File: config.mk
export PLATFORM = sky130hd
export DESIGN_NAME = mvr_ctrl
export DESIGN_NICKNAME = d
export VERILOG_FILES = /design/src/hdl/mvr_pkg.sv /design/src/hdl/mvr_ctrl.sv /design/src/hdl/mvr_debounce.sv
export SDC_FILE = /design/constraint.sdc
export NUM_CORES = 2
export LEC_CHECK = 0
export BUFFER_PORTS_ARGS = -buffer_cell sky130_fd_sc_hd__buf_2
export CAP_MARGIN = 20
export CORE_UTILIZATION = 57
export CTS_BUF_LIST = sky130_fd_sc_hd__clkbuf_8
export CTS_CLUSTER_SIZE = 24
export DETAILED_ROUTE_END_ITERATION = 10
export GPL_TIMING_DRIVEN = 1
export PLACE_DENSITY = 0.73
export SYNTH_ARGS = -nofsm -noshare
export SYNTH_HDL_FRONTEND = slang
export SYNTH_SLANG_ARGS = --single-unit
export TNS_END_PERCENT = 30
File: constraint.sdc
create_clock -name pclk -period 9.6 [get_ports pclk]
set_input_delay 0.96 -clock pclk [delete_from_list [all_inputs] [get_ports pclk]]
set_output_delay 0.96 -clock pclk [all_outputs]
set_load 0.05 [all_outputs]
File: src/hdl/mvr_pkg.sv
package mvr_pkg;
  // Address space and register map (APB byte offsets)
  localparam int ADDR_W = 24;
  localparam logic [7:0] REG_MAXADDR = 8'h00;
  localparam logic [7:0] REG_TRIG = 8'h04;
  localparam logic [7:0] REG_STATUS = 8'h08;
  localparam logic [7:0] REG_ADDR = 8'h0c;
  localparam logic [23:0] MAXADDR_RST = 24'hffffff;
  localparam logic [7:0] TRIG_RST = 8'h80;
  // Status word field positions
  localparam int ST_STATE_LSB = 0;
  localparam int ST_FULL = 3;
  localparam int ST_IDLE = 4;
  localparam int ST_RATE_LSB = 5;
  localparam int ST_PHRASE_LSB = 7;
  // Switch debounce widths in clock periods
  localparam int DEB_LONG_CYC = 10480;
  localparam int DEB_SHORT_CYC = 400;
  localparam int DEB_W = 14;
  // Bit clock derived from the system clock
  localparam int CLK_HZ = 10_000_000;
  localparam int RATE_11K_HZ = 11_000;
  localparam int RATE_16K_HZ = 16_000;
  localparam int RATE_22K_HZ = 22_000;
  localparam int RATE_32K_HZ = 32_000;
  localparam logic [11:0] DIV_11K = 12'(CLK_HZ / RATE_11K_HZ);
  localparam logic [11:0] DIV_16K = 12'(CLK_HZ / RATE_16K_HZ);
  localparam logic [11:0] DIV_22K = 12'(CLK_HZ / RATE_22K_HZ);
  localparam logic [11:0] DIV_32K = 12'(CLK_HZ / RATE_32K_HZ);
  // Address skip when a trigger wait is abandoned
  localparam logic [23:0] TRIG_ADV_PRI = 24'h000400;
  localparam logic [23:0] TRIG_ADV_OTH = 24'h000001;

  typedef enum logic [2:0] {
    S_REC_WAIT, S_TRIG_WAIT, S_REC, S_PLAY_WAIT, S_PLAY, S_PAUSE
  } mvr_state_t;

  // Debounced switch group: bit 0 primary start, 1 trigger start, 2 pause
  typedef struct packed {
    logic pause_stop;
    logic start_trigger;
    logic start_primary;
  } mvr_sw_t;

  typedef struct packed {
    logic record_select;
    logic rate_select_high;
    logic rate_select_low;
    logic [3:0] phrase_select_inputs;
    logic clear_input_n;
    logic mute_select;
    logic host_mode_select;
    logic voice_bit;
    logic [7:0] analysis_input;
  } mvr_pins_t;

  typedef struct packed {
    logic [23:0] addr;
    logic we;
    logic re;
    logic wdata;
  } mvr_mem_t;
endpackage : mvr_pkg

File: src/hdl/mvr_ctrl.sv
// The APB interface to the registers and the address map were decided locally.
module mvr_ctrl #(
  parameter logic [13:0] DEB_LONG = 14'(mvr_pkg::DEB_LONG_CYC),
  parameter logic [13:0] DEB_SHORT = 14'(mvr_pkg::DEB_SHORT_CYC)
) (
  input wire logic pclk,
  input wire logic presetn,
  input wire logic [7:0] paddr,
  input wire logic psel,
  input wire logic penable,
  input wire logic pwrite,
  input wire logic [31:0] pwdata,
  output logic [31:0] prdata,
  output logic pready,
  output logic pslverr,
  input wire mvr_pkg::mvr_sw_t sw,
  input wire logic debounce_time_select,
  input wire mvr_pkg::mvr_pins_t pins,
  input wire logic mem_rdata,
  output mvr_pkg::mvr_mem_t mem,
  output logic synth_voice_output,
  output logic speech_idle_indication
);
  import mvr_pkg::*;

  typedef struct packed {
    mvr_pins_t s1;
    mvr_pins_t s2;
    logic deb1;
    logic deb2;
    mvr_state_t state;
    logic [23:0] addr;
    logic [23:0] stop;
    logic [23:0] start_addr;
    logic [23:0] maxaddr;
    logic [7:0] trig;
    logic [3:0] phrase;
    logic [1:0] rate;
    logic full;
    logic idle;
    logic [11:0] bit_cnt;
    logic [15:0][47:0] idx;
    logic [31:0] rdata;
    logic we;
    logic re;
    logic wbit;
    logic voice;
  } mvr_ctrl_t;

  mvr_ctrl_t r;
  mvr_ctrl_t next_r;
  mvr_sw_t ev;
  mvr_sw_t deb_ev;
  mvr_pins_t p;
  logic tick;
  logic any_ev;
  logic start_ev;
  logic acc_wr;

  // Cycles per voice bit for each rate code
  function automatic logic [11:0] rate_div(input logic [1:0] code);
    case (code)
      2'b00: rate_div = DIV_11K;
      2'b01: rate_div = DIV_16K;
      2'b10: rate_div = DIV_22K;
      default: rate_div = DIV_32K;
    endcase
  endfunction : rate_div

  // Advance without passing the top of memory
  function automatic logic [23:0] adv(input logic [23:0] a,
                                      input logic [23:0] inc,
                                      input logic [23:0] top);
    if (top - a < inc) begin
      adv = top;
    end else begin
      adv = a + inc;
    end
  endfunction : adv

  function automatic logic mapped(input logic [7:0] a);
    mapped = (a == REG_MAXADDR) || (a == REG_TRIG) ||
             (a == REG_STATUS) || (a == REG_ADDR);
  endfunction : mapped

  // Switch debounce; the window also sets the internal start lag
  mvr_debounce #(
    .LONG_CYC(DEB_LONG),
    .SHORT_CYC(DEB_SHORT)
  ) u_deb (
    .pclk(pclk),
    .presetn(presetn),
    .raw(sw),
    .long_sel(r.deb2),
    .rise(deb_ev)
  );

  // Synchronised pins and gated switch events
  always_comb begin
    p = r.s2;
    ev = p.host_mode_select ? mvr_sw_t'(3'h0) : deb_ev;
    any_ev = |ev;
    start_ev = ev.start_primary | ev.start_trigger;
    tick = (r.bit_cnt == rate_div(r.rate) - 12'h001);
    acc_wr = psel & penable & pwrite;
  end

  // One next-state process covers control, counter and registers
  always_comb begin
    next_r = r;
    next_r.s1 = pins;
    next_r.s2 = r.s1;
    next_r.deb1 = debounce_time_select;
    next_r.deb2 = r.deb1;
    next_r.we = 1'b0;
    next_r.re = 1'b0;
    next_r.bit_cnt = tick ? 12'h000 : r.bit_cnt + 12'h001;

    case (r.state)
      S_REC_WAIT: begin
        if (!p.record_select) begin
          next_r.state = S_PLAY_WAIT;
        end else if (start_ev) begin
          next_r.phrase = p.phrase_select_inputs;
          next_r.rate = {p.rate_select_high, p.rate_select_low};
          if (r.full) begin
            next_r.state = S_REC_WAIT;
          end else if (ev.start_primary) begin
            next_r.state = S_REC;
            next_r.start_addr = r.addr;
            next_r.bit_cnt = 12'h000;
            next_r.idx[p.phrase_select_inputs][47:24] = r.addr;
          end else begin
            next_r.state = S_TRIG_WAIT;
          end
        end
        // A pause press here is ignored on purpose
      end
      S_TRIG_WAIT: begin
        if (ev.start_primary) begin
          next_r.addr = adv(r.addr, TRIG_ADV_PRI, r.maxaddr);
          next_r.state = S_REC_WAIT;
        end else if (any_ev) begin
          next_r.addr = adv(r.addr, TRIG_ADV_OTH, r.maxaddr);
          next_r.state = S_REC_WAIT;
        end else if (p.analysis_input > r.trig) begin
          next_r.state = S_REC;
          next_r.start_addr = r.addr;
          next_r.bit_cnt = 12'h000;
          next_r.idx[r.phrase][47:24] = r.addr;
        end
      end
      S_REC: begin
        if (any_ev || r.addr >= r.maxaddr) begin
          next_r.state = S_REC_WAIT;
          next_r.idx[r.phrase] = {r.start_addr, r.addr};
          next_r.full = r.full | (r.addr >= r.maxaddr);
        end else if (tick) begin
          // Strobe and the moved-on address leave together; the bit is for the old one
          next_r.we = 1'b1;
          next_r.wbit = p.voice_bit;
          next_r.addr = r.addr + 24'h000001;
        end
      end
      S_PLAY_WAIT: begin
        if (p.record_select) begin
          next_r.state = S_REC_WAIT;
        end else if (start_ev) begin
          next_r.phrase = p.phrase_select_inputs;
          next_r.rate = {p.rate_select_high, p.rate_select_low};
          next_r.addr = r.idx[p.phrase_select_inputs][47:24];
          next_r.stop = r.idx[p.phrase_select_inputs][23:0];
          next_r.bit_cnt = 12'h000;
          next_r.state = S_PLAY;
        end
      end
      S_PLAY: begin
        if (start_ev || r.addr == r.stop) begin
          next_r.state = S_PLAY_WAIT;
        end else if (ev.pause_stop) begin
          next_r.state = S_PAUSE;
        end else if (tick) begin
          next_r.re = 1'b1;
          next_r.addr = r.addr + 24'h000001;
        end
      end
      S_PAUSE: begin
        if (any_ev) begin
          // Rate may be changed while paused
          next_r.rate = {p.rate_select_high, p.rate_select_low};
          next_r.phrase = p.phrase_select_inputs;
          next_r.state = S_PLAY;
        end
      end
      default: begin
        next_r.state = S_REC_WAIT;
      end
    endcase

    // Read data of the last fetch, muted on request
    if (r.re) begin
      next_r.voice = mem_rdata & ~p.mute_select;
    end else if (p.mute_select || r.state != S_PLAY) begin
      next_r.voice = 1'b0;
    end

    // Clear input restarts the memory and the control flow
    if (!p.clear_input_n) begin
      next_r.addr = 24'h000000;
      next_r.full = 1'b0;
      next_r.we = 1'b0;
      next_r.re = 1'b0;
      next_r.state = p.record_select ? S_REC_WAIT : S_PLAY_WAIT;
    end

    // Idle flag follows the state the same cycle it is entered;
    // lag from the pin is the debounce window plus three clocks
    next_r.idle = (next_r.state == S_REC_WAIT) ||
                  (next_r.state == S_TRIG_WAIT) ||
                  (next_r.state == S_PLAY_WAIT);

    // APB writes take effect at the access edge
    if (acc_wr && paddr == REG_MAXADDR) begin
      next_r.maxaddr = pwdata[23:0];
    end
    if (acc_wr && paddr == REG_TRIG) begin
      next_r.trig = pwdata[7:0];
    end

    // Read data is prepared in the setup cycle, held in access
    if (psel && !penable) begin
      case (paddr)
        REG_MAXADDR: next_r.rdata = {8'h00, r.maxaddr};
        REG_TRIG: next_r.rdata = {24'h000000, r.trig};
        REG_STATUS: begin
          next_r.rdata = 32'h00000000;
          next_r.rdata[ST_STATE_LSB +: 3] = r.state;
          next_r.rdata[ST_FULL] = r.full;
          next_r.rdata[ST_IDLE] = r.idle;
          next_r.rdata[ST_RATE_LSB +: 2] = r.rate;
          next_r.rdata[ST_PHRASE_LSB +: 4] = r.phrase;
        end
        REG_ADDR: next_r.rdata = {8'h00, r.addr};
        default: next_r.rdata = 32'h00000000;
      endcase
    end
  end

  // Reset leaves the block idle in record wait with an empty index
  always_ff @(posedge pclk or negedge presetn) begin
    if (!presetn) begin
      r <= '0;
      r.state <= S_REC_WAIT;
      r.maxaddr <= MAXADDR_RST;
      r.trig <= TRIG_RST;
      r.idle <= 1'b1;
      r.s1.clear_input_n <= 1'b1;
      r.s2.clear_input_n <= 1'b1;
    end else begin
      r <= next_r;
    end
  end

  // Zero-wait slave; unmapped offsets answer with an error
  assign pready = 1'b1;
  assign pslverr = psel & penable & ~mapped(paddr);
  assign prdata = r.rdata;
  assign mem.addr = r.addr;
  assign mem.we = r.we;
  assign mem.re = r.re;
  assign mem.wdata = r.wbit;
  assign synth_voice_output = r.voice;
  assign speech_idle_indication = r.idle;
endmodule : mvr_ctrl

File: src/hdl/mvr_debounce.sv
module mvr_debounce #(
  parameter logic [13:0] LONG_CYC = 14'(mvr_pkg::DEB_LONG_CYC),
  parameter logic [13:0] SHORT_CYC = 14'(mvr_pkg::DEB_SHORT_CYC)
) (
  input wire logic pclk,
  input wire logic presetn,
  input wire mvr_pkg::mvr_sw_t raw,
  input wire logic long_sel,
  output mvr_pkg::mvr_sw_t rise
);
  import mvr_pkg::*;

  typedef struct packed {
    logic [2:0] s1;
    logic [2:0] s2;
    logic [2:0] lvl;
    logic [2:0][13:0] cnt;
    logic [2:0] ev;
  } mvr_deb_t;

  mvr_deb_t r;
  mvr_deb_t next_r;
  logic [13:0] lim;

  // A level is accepted only after it stays put for the whole window
  always_comb begin
    next_r = r;
    lim = long_sel ? SHORT_CYC : LONG_CYC;
    next_r.s1 = raw;
    next_r.s2 = r.s1;
    next_r.ev = 3'h0;
    for (int i = 0; i < 3; i++) begin
      if (r.s2[i] == r.lvl[i]) begin
        next_r.cnt[i] = 14'h0000;
      end else if (r.cnt[i] == lim - 14'h0001) begin
        next_r.lvl[i] = r.s2[i];
        next_r.cnt[i] = 14'h0000;
        next_r.ev[i] = r.s2[i];
      end else begin
        next_r.cnt[i] = r.cnt[i] + 14'h0001;
      end
    end
  end

  always_ff @(posedge pclk or negedge presetn) begin
    if (!presetn) begin
      r <= '0;
    end else begin
      r <= next_r;
    end
  end

  // Registered one-cycle pulse per accepted rising level
  assign rise = r.ev;
endmodule : mvr_debounce

==> flow_metrics.env <==
export IMPL_avgSynthCellArea_um2=8.72
export IMPL_cap_violations=0
export IMPL_htree_levels=4
export IMPL_routabilityCongestion=0.959
export IMPL_rsz0062_at_grt="no"
export IMPL_synth_ff_type="dfrtp_1"
export IMPL_p_leak_nw=24.5
export IMPL_cts_sinks=1017
export IMPL_finalNonFillerCells=7825
export IMPL_pwr_share_seq_pct=46.9
export IMPL_die_w_um=321
export IMPL_yosysWarningCount=0
export IMPL_yosys_area_top_type="dfrtp_1"
export IMPL_place_detailed_hpwl_um=112000
export IMPL_power_frac_comb_pct=9.5
export IMPL_setup_tns_ps=0
export IMPL_relSlewSlack_pct=21.4
export IMPL_grt_pass1_vias=50831
export IMPL_intPower_w=0.00668
export IMPL_dieArea_um2=103000
export IMPL_critPathLaunchType="flip-flop"
export IMPL_p_sw_w=0.00266
export IMPL_worstHoldPathType="in -> async"
export IMPL_p_total_w=0.00934
export IMPL_die_y_um=321
export IMPL_placed_cells=7496
export IMPL_postCtsSetupRepairBufs=0
export IMPL_cp_data_arrival_time_ps=6260
export IMPL_yosys_register_bits=1017
export IMPL_fin_area_um2=62400
export IMPL_vdd_ir_drop_max_mv=0.130
export IMPL_required_ps=10300
export IMPL_vias_per_cell=6.81
export IMPL_synth_top_area_share_pct=42.7
export IMPL_setup_viol=0
export IMPL_cts_resized=0
export IMPL_synth_cells=6638
export IMPL_fill_cells=8341
export IMPL_slew_violations=0
export IMPL_ys_seq_area_share_pct=44.0
export IMPL_hold_buffers=0
export IMPL_timing_fmax_mhz=180
export IMPL_synth_cell_types=70
export IMPL_drive_gt1_share_pct=14.9
export IMPL_placed_cell_area_um2=58500
export IMPL_routed_wl_um=194000
export IMPL_start_util_pct=57.6
export IMPL_finalClockSkew_ps=80.4
export IMPL_timing_hold_ws_ps=52.2
export IMPL_clock_tree_buffer_depth=3
export IMPL_layout_nets=6440
export IMPL_synthTopCellsByArea="dfrtp_1 43%, o21ai_0 17%, mux4_2 9.3%"
export IMPL_powerDensity_nw_per_um2=150
export IMPL_syn_to_final_growth_pct=7.74
export IMPL_grt_first_pass_wirelength_um=299000
export IMPL_drc=0
export IMPL_status="finished clean"
export IMPL_crit_fanout=103
export IMPL_cts_tree="done"
export IMPL_pwr_share_clk_pct=43.6
export IMPL_rows=116
export IMPL_cts_buffers=174
export IMPL_synth_area_um2=57900
export IMPL_path_clk_slew_ps=60
export IMPL_first_pass_iters=6
export IMPL_wire_per_inst_um=24.8
export IMPL_final_antenna_net_count=0
export IMPL_p_sw_share_pct=28.5
export IMPL_drt_iter0_markers=7452
export IMPL_hold_violations=0
export IMPL_vias=53324
export IMPL_finalCritPeriodShare_pct=57.9
export IMPL_synth_edff_count=0
export IMPL_finalCriticalPeriod_ps=5550
export IMPL_crit_type="reg -> reg"
export IMPL_async_reset_ff_share_pct=100
export IMPL_grt_ovfl_total=0
export IMPL_cts_root_buf="clkbuf_8"
export IMPL_clk_latency_ps=910
export IMPL_ios=132
export IMPL_grtUsageTotal_pct=37.5
export IMPL_grt_max_degree=231
export IMPL_antenna_found_initial=8
export IMPL_port_buffers=114
export IMPL_tightest_slew_ps=1180
export IMPL_worstSetupEndpointType="flip-flop"
export IMPL_core_area_um2=100000
==> worst paths after layout <==
| check | start | end | slack, ps | depth (start not counted) |
|---|---|---|---|---|
| max | mem[22]$_DFFE_PN0P_ | r[73]$_DFFE_PN0P_ | 4050 | 11 |
| min | presetn | r[809]$_DFF_PN0_ | 50 | 1 |
| max reg2reg | mem[22]$_DFFE_PN0P_ | r[73]$_DFFE_PN0P_ | 4050 | 11 |
| min reg2reg | next_r[946]$_DFF_PN0_ | p[13]$_DFF_PN0_ | 280 | 0 |
| max in group asynchronous | presetn | p[14]$_DFF_PN0_ | 7140 | 3 |
| min in group pclk | pins[12] | next_r[945]$_DFF_PN0_ | 150 | 1 |
==> kinds of logic after synthesis <==
kind of cell	after synthesis	synth area share, %
AO/OA/AOI/OAI	2942	26.3
XOR/XNOR	128	1.94
adder cells (fa/ha/maj)	43	0.929
buffers and inverters	804	5.68
flip-flops	1017	44.0
multiplexers	335	11.2
other	2	0.0130
AND/OR/NAND/NOR	1367	9.91
==> layout by cell type (no fill, tap or decap), drive strengths merged, types with 21 or more instances in the layout <==
| cell type | Yosys | final |
|---|---|---|
| nor3 | 41 | 41 |
| inv | 38 | 118 |
| nor2 | 191 | 191 |
| o21ai | 2000 | 2000 |
| nand2 | 920 | 920 |
| and3 | 33 | 33 |
| dfrtp | 989 | 989 |
| ha | 43 | 43 |
| a32oi | 24 | 24 |
| mux2 | 89 | 89 |
| dfstp | 28 | 28 |
| buf | 120 | 263 |
| xor2 | 55 | 55 |
| clkbuf | 636 | 216 |
| nand3 | 42 | 42 |
| mux4 | 240 | 240 |
| clkinv | 10 | 23 |
| xnor2 | 73 | 73 |
| a21oi | 789 | 789 |
| nand4 | 21 | 21 |
| nand2b | 43 | 43 |
==> critical path, cell delays in order (launching register included) <==
cell and delay (ps):
dfrtp_2 340, buf_4 520, clkinv_1 790, ha_1 680
nand4_1 160, o21ai_1 370, a21boi_0 200, nor4b_1 310
buf_4 210, or3_4 530, buf_4 910, o21ai_0 270
==> power by group through the flow <==
stage | registers, W | logic (W) | clock network (W)
after global routing | 0.00438 | 0.000954 | 0.00431
after CTS | 0.00438 | 0.000866 | 0.00411
after detailed placement | 0.00445 | 0.000864 | 0
final | 0.00438 | 0.000888 | 0.00408
after floorplan | 0.00442 | 0.000564 | 0
after global placement | 0.00445 | 0.000856 | 0
==> synthesized netlist by cell type (all sizes together) (6+ instances only) <==
library cell  count
dfstp            28
o31ai             8
inv              38
buf             120
xor2             55
dfrtp           989
mux4            240
a211oi            8
a221o            14
nor3             41
a32o             10
mux2i             6
o2111ai           6
o21a             12
and2              6
mux2             89
nor2b            12
a32oi            24
and3             33
clkinv           10
a221oi           12
nor4b             6
nor4             12
a31oi             8
a21oi           789
nand2b           43
o21ai          2000
nand2           920
nand3            42
a22oi            17
nand4            21
or3              15
ha               43
nor2            191
clkbuf          636
xnor2            73
==> metal layers <==
layer  global-route usage [%]  wire, um  vias up
met2                     54.3     84300     3580
met5                        0        54        -
li1                         -         -    23048
met1                     51.1     73200    26055
met4                     19.5      9510        6
met3                     10.8     26800      635
==> through the flow <==
step | setup WS (ps) | utilization (%)
floorplan | 5270 | -
global placement | 3980 | 58.2
detailed placement | 4220 | 58.3
CTS | 4240 | 61.8
global route | 3850 | 62.1
finish | 4050 | 62.1
==> area by class of cell <==
type / count / area [um2] / share of cell area (%)
clock buffers: 216 / 2970 / 4.77
flip-flops and latches: 1017 / 25500 / 40.9
repair buffers: 263 / 1950 / 3.13
multi-input cells: 4824 / 29400 / 47.2
clock inverters: 96 / 617 / 0.989
well taps: 1357 / 1700 / 2.72
inverters: 48 / 180 / 0.289
diodes: 4 / 10.0 / 0.0160
==> registers in the layout, indices dropped and copies added (netlist names) <==
| signal | cells |
|---|---|
| speech_idle_indication | 1 |
| u_deb.next_r | 3 |
| r | 871 |
| prdata | 24 |
| mem | 27 |
| u_deb.r | 48 |
| p | 19 |
| synth_voice_output | 1 |
| u_deb.rise | 3 |
| next_r | 20 |
Note: power is estimated with default switching activity, not from simulation.
